File: src/rtl/sru_pkg.sv
// shared constants and types for the status reporting unit
package sru_pkg;
  localparam int SRU_W = 16;
  localparam int SRU_GROUPS = 2;
  // group index
  localparam logic SRU_GRP_OPER = 1'h0;
  localparam logic SRU_GRP_QUES = 1'h1;
  // operation condition bit positions
  localparam int SRU_OPER_CAL_BIT = 0;
  localparam int SRU_OPER_ARM_BIT = 6;
  localparam int SRU_OPER_BUSY_BIT = 8;
  localparam int SRU_OPER_READY_BIT = 9;
  // questionable condition bit positions
  localparam int SRU_QUES_VOLT_BIT = 0;
  localparam int SRU_QUES_TIME_BIT = 2;
  localparam int SRU_QUES_CALMEM_BIT = 8;
  // defined bits per group, everything else reads zero
  localparam logic [15:0] SRU_OPER_VALID = 16'h0341;
  localparam logic [15:0] SRU_QUES_VALID = 16'h0105;
  // status byte positions of the group summaries
  localparam int SRU_STB_OPER_BIT = 7;
  localparam int SRU_STB_QUES_BIT = 3;
  // mask range limit and power-on values
  localparam logic [15:0] SRU_MASK_LIMIT = 16'h7FFF;
  localparam logic [15:0] SRU_EN_RESET = 16'h0000;
  localparam logic [15:0] SRU_NTR_RESET = 16'h0000;
  localparam logic [15:0] SRU_PTR_RESET = 16'h7FFF;
  localparam logic [15:0] SRU_EVT_RESET = 16'h0000;
  localparam logic SRU_OPC_MODE_RESET = 1'h1;
  // command codes on the command port
  typedef enum logic [3:0] {
    SRU_CMD_NOP = 4'h0,
    SRU_CMD_WR_EN = 4'h1,
    SRU_CMD_WR_PTR = 4'h2,
    SRU_CMD_WR_NTR = 4'h3,
    SRU_CMD_RD_COND = 4'h4,
    SRU_CMD_RD_EVT = 4'h5,
    SRU_CMD_RD_EN = 4'h6,
    SRU_CMD_RD_PTR = 4'h7,
    SRU_CMD_RD_NTR = 4'h8,
    SRU_CMD_WR_OPC = 4'h9,
    SRU_CMD_RD_OPC = 4'hA,
    SRU_CMD_PRESET = 4'hB,
    SRU_CMD_CLS = 4'hC,
    SRU_CMD_RST = 4'hD,
    SRU_CMD_START = 4'hE,
    SRU_CMD_ABORT = 4'hF
  } sru_cmd_t;
  // completion waiter states
  typedef enum logic [1:0] {
    SRU_OPC_IDLE = 2'b01,
    SRU_OPC_WAIT = 2'b10
  } sru_opc_t;
endpackage

File: src/rtl/sru_grp_if.sv
// carrier between the control core and one status group
`timescale 1ns/100ps
interface sru_grp_if;
  logic [15:0] cond_in; // live gated condition
  logic [15:0] pos_mask; // rising edge filter
  logic [15:0] neg_mask; // falling edge filter
  logic [15:0] en_mask; // summary enable mask
  logic evt_clr; // clear event latch this cycle
  logic [15:0] cond_q; // condition register
  logic [15:0] event_q; // event latch
  logic summary; // group summary bit
  modport ctrl (output cond_in, output pos_mask, output neg_mask, output en_mask, output evt_clr,
    input cond_q, input event_q, input summary);
  modport grp (input cond_in, input pos_mask, input neg_mask, input en_mask, input evt_clr,
    output cond_q, output event_q, output summary);
endinterface

File: src/rtl/sru_group.sv
// one status group: condition register, transition filters, event latch, summary
`timescale 1ns/100ps
module sru_group
  import sru_pkg::*;
(
  input wire logic clk_sys,
  input wire logic reset_n,
  sru_grp_if.grp gif
);
  logic [15:0] cond_ff; // sampled condition
  logic [15:0] event_ff; // sticky event latch
  logic summary_ff; // registered summary
  logic [15:0] nxt_event; // next latch value
  logic [15:0] edge_set; // qualified transitions
  logic nxt_summary; // next summary

  // rising edges through the positive filter, falling through the negative one
  assign edge_set = (gif.cond_in & ~cond_ff & gif.pos_mask) | (~gif.cond_in & cond_ff & gif.neg_mask);
  // set beats clear so an edge in the read cycle is kept
  assign nxt_event = (gif.evt_clr ? SRU_EVT_RESET : event_ff) | edge_set;
  assign nxt_summary = |(event_ff & gif.en_mask);

  // latches update every cycle
  always_ff @(posedge clk_sys or negedge reset_n)
  begin
    if (!reset_n)
    begin
      cond_ff <= 16'h0000;
      event_ff <= SRU_EVT_RESET;
      summary_ff <= 1'h0;
    end
    else
    begin
      cond_ff <= gif.cond_in;
      event_ff <= nxt_event;
      summary_ff <= nxt_summary;
    end
  end

  assign gif.cond_q = cond_ff;
  assign gif.event_q = event_ff;
  assign gif.summary = summary_ff;
endmodule

File: src/rtl/sru_status_unit.sv
// status reporting unit: masks, condition gating, completion wait, command port
// How it works
// - condition follows hardware; filtered edges set events
// - summary is OR of event AND enable
// - operation summary bit 7, questionable bit 3
// - operation bits 0,6,8,9 only; rest zero
// - bit 0 high while calibration runs
// - bit 6 waiting for arm, cleared on abort
// - bit 8 busy from start until idle
// - bit 9 high when segment accepts data
// - questionable bits 0,2,8 only; rest zero
// - bit 0 input overload during measurement
// - bit 2 sample rate not within 1%
// - bit 8 calibration storage fault
// - condition read leaves contents unchanged
// - event read returns then clears; zero at power-on
// - clear-status clears events; reset leaves them
// - enable masks 0..32767, power-on zero, reset-proof
// - common reset clears conditions except storage fault
// - wait mode off: resolve when parser idle
// - wait mode on: resolve after pending drops
// - pending drops only when trigger idle
// - negative filter sets on falling edge, resets 0
// - positive filter sets on rising edge, resets 32767
// - preset loads masks and turns wait mode on
`timescale 1ns/100ps
module sru_status_unit
  import sru_pkg::*;
(
  input wire logic clk_sys,
  input wire logic reset_n,
  input wire logic cmd_valid,
  input wire logic [3:0] cmd_code,
  input wire logic cmd_group,
  input wire logic [15:0] cmd_data,
  input wire logic cal_active,
  input wire logic arm_waiting,
  input wire logic meas_done,
  input wire logic seg_ready,
  input wire logic input_overload,
  input wire logic rate_error,
  input wire logic cal_mem_fault,
  input wire logic opc_req,
  input wire logic parser_idle,
  output logic rsp_valid,
  output logic [15:0] rsp_data,
  output logic [7:0] status_summary,
  output logic opc_done,
  output logic pending_op
);

  // control state
  logic [15:0] en_ff [SRU_GROUPS]; // summary enable masks
  logic [15:0] ptr_ff [SRU_GROUPS]; // rising edge filters
  logic [15:0] ntr_ff [SRU_GROUPS]; // falling edge filters
  logic opc_mode_ff; // completion wait mode
  logic busy_ff; // busy bit, doubles as the pending flag
  logic hold_ff; // conditions held low after common reset
  sru_opc_t opc_state_ff; // completion waiter
  sru_opc_t nxt_opc_state;
  logic rsp_valid_ff;
  logic [15:0] rsp_data_ff;
  logic [15:0] nxt_rsp_data;
  logic [7:0] stb_ff;
  logic opc_done_ff;
  logic nxt_opc_done;

  // one carrier per group
  sru_grp_if g_if [SRU_GROUPS] ();

  // command decode, one strobe per kind
  sru_cmd_t cmd;
  logic wr_en;
  logic wr_ptr;
  logic wr_ntr;
  logic rd_cond;
  logic rd_evt;
  logic rd_en;
  logic rd_ptr;
  logic rd_ntr;
  logic wr_opc;
  logic rd_opc;
  logic do_preset;
  logic do_cls;
  logic do_rst;
  logic do_start;
  logic do_abort;
  assign cmd = sru_cmd_t'(cmd_code);
  assign wr_en = cmd_valid && (cmd == SRU_CMD_WR_EN);
  assign wr_ptr = cmd_valid && (cmd == SRU_CMD_WR_PTR);
  assign wr_ntr = cmd_valid && (cmd == SRU_CMD_WR_NTR);
  assign rd_cond = cmd_valid && (cmd == SRU_CMD_RD_COND);
  assign rd_evt = cmd_valid && (cmd == SRU_CMD_RD_EVT);
  assign rd_en = cmd_valid && (cmd == SRU_CMD_RD_EN);
  assign rd_ptr = cmd_valid && (cmd == SRU_CMD_RD_PTR);
  assign rd_ntr = cmd_valid && (cmd == SRU_CMD_RD_NTR);
  assign wr_opc = cmd_valid && (cmd == SRU_CMD_WR_OPC);
  assign rd_opc = cmd_valid && (cmd == SRU_CMD_RD_OPC);
  assign do_preset = cmd_valid && (cmd == SRU_CMD_PRESET);
  assign do_cls = cmd_valid && (cmd == SRU_CMD_CLS);
  assign do_rst = cmd_valid && (cmd == SRU_CMD_RST);
  assign do_start = cmd_valid && (cmd == SRU_CMD_START);
  assign do_abort = cmd_valid && (cmd == SRU_CMD_ABORT);

  // any response-producing command
  logic any_rd;
  assign any_rd = rd_cond | rd_evt | rd_en | rd_ptr | rd_ntr | rd_opc;

  // masks are limited to 15 bits; the top bit is dropped on write
  logic [15:0] mask_wdata;
  assign mask_wdata = cmd_data & SRU_MASK_LIMIT;

  // busy only ends when the trigger system is idle again
  logic busy_clr;
  assign busy_clr = meas_done | do_abort | do_rst;

  // live operation conditions, gated by busy and the reset hold
  logic [15:0] oper_live;
  always_comb
  begin
    oper_live = 16'h0000;
    oper_live[SRU_OPER_CAL_BIT] = cal_active & ~hold_ff;
    oper_live[SRU_OPER_ARM_BIT] = arm_waiting & busy_ff;
    oper_live[SRU_OPER_BUSY_BIT] = busy_ff;
    oper_live[SRU_OPER_READY_BIT] = seg_ready & ~hold_ff;
  end

  // live questionable conditions; storage fault ignores the reset hold
  logic [15:0] ques_live;
  always_comb
  begin
    ques_live = 16'h0000;
    ques_live[SRU_QUES_VOLT_BIT] = input_overload & busy_ff;
    ques_live[SRU_QUES_TIME_BIT] = rate_error & ~hold_ff;
    ques_live[SRU_QUES_CALMEM_BIT] = cal_mem_fault;
  end

  // undefined positions forced to zero whatever the sources do
  assign g_if[SRU_GRP_OPER].cond_in = oper_live & SRU_OPER_VALID;
  assign g_if[SRU_GRP_QUES].cond_in = ques_live & SRU_QUES_VALID;

  // per-group mask registers and group instance
  genvar gi;
  generate
    for (gi = 0; gi < SRU_GROUPS; gi++)
    begin : g_grp
      logic sel;
      assign sel = (cmd_group == 1'(gi));
      assign g_if[gi].pos_mask = ptr_ff[gi];
      assign g_if[gi].neg_mask = ntr_ff[gi];
      assign g_if[gi].en_mask = en_ff[gi];
      // read clears only the addressed group; clear-status hits both
      assign g_if[gi].evt_clr = (rd_evt & sel) | do_cls;

      // masks: power-on values, preset values, common reset leaves them
      always_ff @(posedge clk_sys or negedge reset_n)
      begin
        if (!reset_n)
        begin
          en_ff[gi] <= SRU_EN_RESET;
          ptr_ff[gi] <= SRU_PTR_RESET;
          ntr_ff[gi] <= SRU_NTR_RESET;
        end
        else if (do_preset)
        begin
          en_ff[gi] <= SRU_EN_RESET;
          ptr_ff[gi] <= SRU_PTR_RESET;
          ntr_ff[gi] <= SRU_NTR_RESET;
        end
        else
        begin
          if (wr_en && sel)
            en_ff[gi] <= mask_wdata;
          if (wr_ptr && sel)
            ptr_ff[gi] <= mask_wdata;
          if (wr_ntr && sel)
            ntr_ff[gi] <= mask_wdata;
        end
      end

      sru_group u_group (
        .clk_sys(clk_sys),
        .reset_n(reset_n),
        .gif(g_if[gi])
      );
    end
  endgenerate

  // response mux for reads; the event value is the one before clearing
  logic [15:0] sel_cond;
  logic [15:0] sel_evt;
  logic [15:0] sel_en;
  logic [15:0] sel_ptr;
  logic [15:0] sel_ntr;
  assign sel_cond = cmd_group ? g_if[SRU_GRP_QUES].cond_q : g_if[SRU_GRP_OPER].cond_q;
  assign sel_evt = cmd_group ? g_if[SRU_GRP_QUES].event_q : g_if[SRU_GRP_OPER].event_q;
  assign sel_en = cmd_group ? en_ff[SRU_GRP_QUES] : en_ff[SRU_GRP_OPER];
  assign sel_ptr = cmd_group ? ptr_ff[SRU_GRP_QUES] : ptr_ff[SRU_GRP_OPER];
  assign sel_ntr = cmd_group ? ntr_ff[SRU_GRP_QUES] : ntr_ff[SRU_GRP_OPER];
  assign nxt_rsp_data = rd_cond ? sel_cond :
                        rd_evt ? sel_evt :
                        rd_en ? sel_en :
                        rd_ptr ? sel_ptr :
                        rd_ntr ? sel_ntr :
                        rd_opc ? {15'h0000, opc_mode_ff} : rsp_data_ff;

  // mode, busy and the reset hold
  always_ff @(posedge clk_sys or negedge reset_n)
  begin
    if (!reset_n)
    begin
      opc_mode_ff <= SRU_OPC_MODE_RESET;
      busy_ff <= 1'h0;
      hold_ff <= 1'h0;
    end
    else
    begin
      // preset forces the wait mode on; common reset leaves it
      if (do_preset)
        opc_mode_ff <= 1'h1;
      else if (wr_opc)
        opc_mode_ff <= cmd_data[0];
      // start raises busy and the pending flag
      if (do_start)
        busy_ff <= 1'h1;
      else if (busy_clr)
        busy_ff <= 1'h0;
      // hold conditions low after reset until the next start
      if (do_rst)
        hold_ff <= 1'h1;
      else if (do_start)
        hold_ff <= 1'h0;
    end
  end

  // completion waiter: a request resolves once the parser is idle
  // and, in wait mode, once the pending flag has dropped
  logic opc_ready;
  logic opc_seen;
  assign opc_ready = parser_idle & (~opc_mode_ff | ~busy_ff);
  assign opc_seen = opc_req | (opc_state_ff == SRU_OPC_WAIT);
  always_comb
  begin
    nxt_opc_state = opc_state_ff;
    nxt_opc_done = 1'h0;
    unique case (opc_state_ff)
      SRU_OPC_IDLE:
        if (opc_req && opc_ready)
          nxt_opc_done = 1'h1;
        else if (opc_req)
          nxt_opc_state = SRU_OPC_WAIT;
      SRU_OPC_WAIT:
        if (opc_ready)
        begin
          nxt_opc_done = 1'h1;
          nxt_opc_state = SRU_OPC_IDLE;
        end
      default:
        nxt_opc_state = SRU_OPC_IDLE;
    endcase
  end

  // output flops; the status byte lags the summaries by one cycle
  always_ff @(posedge clk_sys or negedge reset_n)
  begin
    if (!reset_n)
    begin
      opc_state_ff <= SRU_OPC_IDLE;
      opc_done_ff <= 1'h0;
      rsp_valid_ff <= 1'h0;
      rsp_data_ff <= 16'h0000;
      stb_ff <= 8'h00;
    end
    else
    begin
      opc_state_ff <= nxt_opc_state;
      opc_done_ff <= nxt_opc_done;
      rsp_valid_ff <= any_rd;
      rsp_data_ff <= nxt_rsp_data;
      stb_ff <= 8'h00;
      stb_ff[SRU_STB_OPER_BIT] <= g_if[SRU_GRP_OPER].summary;
      stb_ff[SRU_STB_QUES_BIT] <= g_if[SRU_GRP_QUES].summary;
    end
  end

  assign rsp_valid = rsp_valid_ff;
  assign rsp_data = rsp_data_ff;
  assign status_summary = stb_ff;
  assign opc_done = opc_done_ff;
  assign pending_op = busy_ff;
endmodule

File: config.mk
export PLATFORM = sky130hd
export DESIGN_NAME = sru_status_unit
export DESIGN_NICKNAME = d
export VERILOG_FILES = /design/src/rtl/sru_pkg.sv /design/src/rtl/sru_grp_if.sv /design/src/rtl/sru_group.sv /design/src/rtl/sru_status_unit.sv
export SDC_FILE = /design/constraint.sdc
export NUM_CORES = 1
export LEC_CHECK = 0
export ABC_AREA = 1
export BUFFER_PORTS_ARGS = -buffer_cell sky130_fd_sc_hd__buf_2
export CAP_MARGIN = 20
export CORE_MARGIN = 2
export CORE_UTILIZATION = 50
export CTS_BUF_LIST = sky130_fd_sc_hd__clkbuf_8 sky130_fd_sc_hd__clkbuf_16
export CTS_CLUSTER_DIAMETER = 40
export DETAILED_ROUTE_END_ITERATION = 7
export GPL_TIMING_DRIVEN = 0
export PLACE_DENSITY_LB_ADDON = 0.25
export SYNTH_ARGS = -nofsm -noshare
export SYNTH_HDL_FRONTEND = slang
export SYNTH_HIERARCHICAL = 1
export SYNTH_SLANG_ARGS = --single-unit
File: constraint.sdc
create_clock -name clk_sys -period 1.2 [get_ports clk_sys]
set_input_delay 0.24 -clock clk_sys [delete_from_list [all_inputs] [get_ports clk_sys]]
set_output_delay 0.24 -clock clk_sys [all_outputs]
set_load 0.01 [all_outputs]
==> impl_metrics.yaml <==
critical_path:
  r2r_setup_slk_ns: -0.09
  endpoint_kind: "flop"
  crit_chain: "nand2_2 > nand2_2 > nand2_2 > a22oi_2 > buf_4 > o21a_1"
  worst_ep_required_time_ns: 1.59
  worstSetupPathType: "flop to flop"
  regToRegEndpoint: "opc_state_ff[0]"
  cp_data_arrival_time_ns: 1.68
  rr_worst_depth: 6
  critical-path-max-stage-delay_ns: 0.55
  r2r-start: "opc_mode_ff"
  crit_fanout: 3
  crit_path_top_delay_cell: "dfstp_2"
  worst_path_most_repeated_cell: "nand2_2"
  critical_path_launch_point_type: "flop"
global_routing:
  global_route_wire_length_before_repair_mm: 43.8
  grt_start_max_net_pins: 102
  grt_pass1_vias: 8018
  global_route.overflow_total: 0
  grt.total_usage: 0.302
  grt_antenna_before_repair: 0
routing:
  ant_nets: 0
  vias: 8380
  drt-vias-per-instance: 5.20
  total_length_of_routed_wires_mm: 28.6
  detail_route.wl_per_cell_um: 17.8
  drt_iter0_drc: 804
  remaining_drc_errors: 0
  drt-pass1-iter-count: 6
layout:
  final_net_count: 1403
  most_frequent_cells_in_the_layout: "nand2_1, dfrtp_1, inv_1, o21ai_0, nor2_1"
  final_layout_size_suffix_gt1_frac: 0.198
  final-seq-area_um2: 4570
  filler_cell_count: 1577
  layout.cells.most_common: "nand2_1"
  fin_util: 0.626
  syn_to_final_growth_pct: 23.6
  multi_input_area_um2: 4060
floorplan:
  die_height_um: 139
  floorplan.initialDensity: 0.507
  placementRows: 49
  core_region_area_um2: 17900
  area_of_the_die_um2: 19200
  ios: 60
  dieWidth_um: 139
sta:
  worst_slew_margin_rel: 0.570
  clock.fmax_mhz: 776
  fin_worst_skew_ns: 0.0121
  period_needed_ns: 1.29
  worst-slew-pin-transition_ns: 0.645
  report.final.hold_viol_count: 61
  layout_setup_ws_ns: -0.0886
  finalSetupViolations: 11
  setup_repair_after_global_routing_missed_its_margin: "true"
  final_slew_viol_count: 0
  finalCritPeriodShare: 1.07
  final.hold.worst_slack_ns: -0.238
pwr:
  power_per_cell_area_nw_per_um2: 1600
  power_report.internal_total_mw: 12.4
  total_leakage_power_nw: 5.80
  netSwitchingPower_mw: 5.57
  clock_network_power_share: 0.325
  seq_power_share: 0.469
  proportion_of_total_power_due_to_net_switching: 0.310
  max-vdd-ir-drop_mv: 1.17
  pwr-share-comb: 0.206
  total_power_mw: 18.0
synthesis:
  seq_area_frac_synth: 0.504
  main_combinational_cell_family_by_area_after_synthesis: "simple AND/OR/NAND/NOR gates"
  synthMuxAreaShare: 0
  count_of_distinct_cell_types_in_the_synthesized_netlist: 37
  synth.yosys.warnings: 6
  avgSynthCellArea_um2: 7.72
  post_synth_and_or_nand_nor_area_fraction: 0.300
  synth_fa_ha_area_frac: 0.00276
  synth_xor_xnor_area_share: 0
  synth_compound_gate_area_share: 0.0952
  synthesized_instance_count: 1175
  post_synth_instance_area_um2: 9070
  ys_seq_elements: 181
clocking:
  cts.reportedPaths.clkPinSlew_ns: 0.07
  post_cts_hold_buffer_count: 2
  clock_network_latency_to_the_later_pin_of_the_worst_skew_pair_ns: 0.44
  clock-root-buffer: "clkbuf_16"
  cts_inserted_buffers: 17
  clock_tree.htree_level_count: 4
  cts-root-to-sink-buffers: 2
  cts_tree: "yes"
  cts.sink_count: 181
run_status:
  violated_checks: "negative hold slack, negative setup slack"
  status: "complete, but fails checks"
place:
  dp_hpwl_mm: 18.6
  global_placer_s_final_weighted_congestion: 0.913
  buffer_ports.inserted: 51
min_path:
  worstHoldPathType: "primary input to async pin"
flow_run:
  drv.max_cap_violation_count: 0
[cells in the mapped netlist, drive strengths merged]
master / count / area, um^2
nand2: 431 / 1650
dfrtp: 149 / 3730
inv: 146 / 556
o21ai: 108 / 574
nor2: 105 / 467
nand3: 72 / 360
buf: 45 / 318
dfstp: 32 / 841
a21oi: 24 / 146
nand4: 18 / 113
o211ai: 15 / 113
or2: 15 / 93.8
clkbuf: 4 / 15.0
nor3: 3 / 26.3
ha: 2 / 25.0
a22oi: 1 / 7.51
a31oi: 1 / 6.26
conb: 1 / 3.75
nor4: 1 / 12.5
o21a: 1 / 7.51
o32ai: 1 / 8.76
[per-layer routing]
layer	track usage	vias to the layer above	routed length, um
met4	0.139	0	1190
li1	-	3968	-
met2	0.486	390	13400
met3	0.0587	98	2320
met5	0	-	0
met1	0.398	3924	11700
[power groups by stage]
stage / Clock (mW) / Sequential, mW / Combinational, mW
floorplan: 0 / 8.28 / 2.21
global placement: 0 / 8.45 / 3.12
detailed placement: 0 / 8.49 / 3.23
CTS: 5.85 / 8.40 / 3.43
global route: 6.15 / 8.57 / 4.18
finish: 5.84 / 8.43 / 3.69
[state kept, by name (all words and copies together), names as in the netlist, 2 cells and up]
register	cells
g_grp.u_group/gif.summary	2
g_if.pos_mask	30
g_if.en_mask	30
g_if.neg_mask	30
g_grp.u_group/gif.cond_q	32
rsp_data	16
status_summary	2
opc_state_ff	2
g_grp.u_group/gif.event_q	32
[how the worst max path moves through the flow]
stage / from / end / slack (ns) / cells past startpoint
after global routing: opc_mode_ff / opc_state_ff[0] / -0.17 / 6
after detailed placement: cmd_group / g_grp[1].u_group/gif.event_q[11] / -1.10 / 9
after floorplan: cmd_valid / g_grp[0].u_group/gif.event_q[8] / -0.14 / 9
after CTS: opc_state_ff[0] / opc_state_ff[0] / -0.06 / 5
final: opc_mode_ff / opc_state_ff[0] / -0.09 / 6
after global placement: reset_n / g_grp[1].u_group/gif.cond_q[7] / -3.09 / 1
[cells by family (layout without fill, tap and decap cells)]
group / count (synthesis) / in the layout
simple gates: 645 / 645
compound gates: 151 / 151
flops: 181 / 181
fa+ha+maj: 2 / 2
buf+inv: 195 / 315
other cells: 1 / 88
[critical path, delay by kind of cell (launching register included)]
| family | cells | cell delay [ns] |
|---|---|---|
| simple gates | 3 | 0.21 |
| compound gates | 2 | 0.32 |
| buf+inv | 1 | 0.16 |
| flops | 1 | 0.55 |
[stage by stage]
stage	cells	instance area, um^2	setup WS, ns	TNS, ns
after detailed placement	1542	10100	-1.10	-71.03
after global placement	1541	10000	-3.09	-591.15
final	1611	11200	-0.0886	-0.396
after global routing	1610	11200	-0.174	-1.06
after CTS	1591	10900	-0.0603	-0.352
after floorplan	1261	9470	-0.138	-5.51
[timing repair]
item / in CTS / in global routing
hold endpoints to repair: 63 / 61
setup endpoints to repair: 84 / 94
pin swaps: 7 / 13
buffers inserted: 15 / 16
gates cloned: 0 / 4
resized for setup: 27 / 47
[area by class of cell]
| cell class | instances | share of cell area |
|---|---|---|
| clock buffer | 19 | 0.0404 |
| buffer | 48 | 0.0413 |
| inverter | 146 | 0.0507 |
| clock inverter | 13 | 0.0139 |
| timing repair buffer | 89 | 0.0578 |
| tap | 229 | 0.0256 |
| multi-input combinational | 885 | 0.362 |
| antenna | 1 | 0.000223 |
| sequential | 181 | 0.408 |
Power figures use the tool's default switching activity.
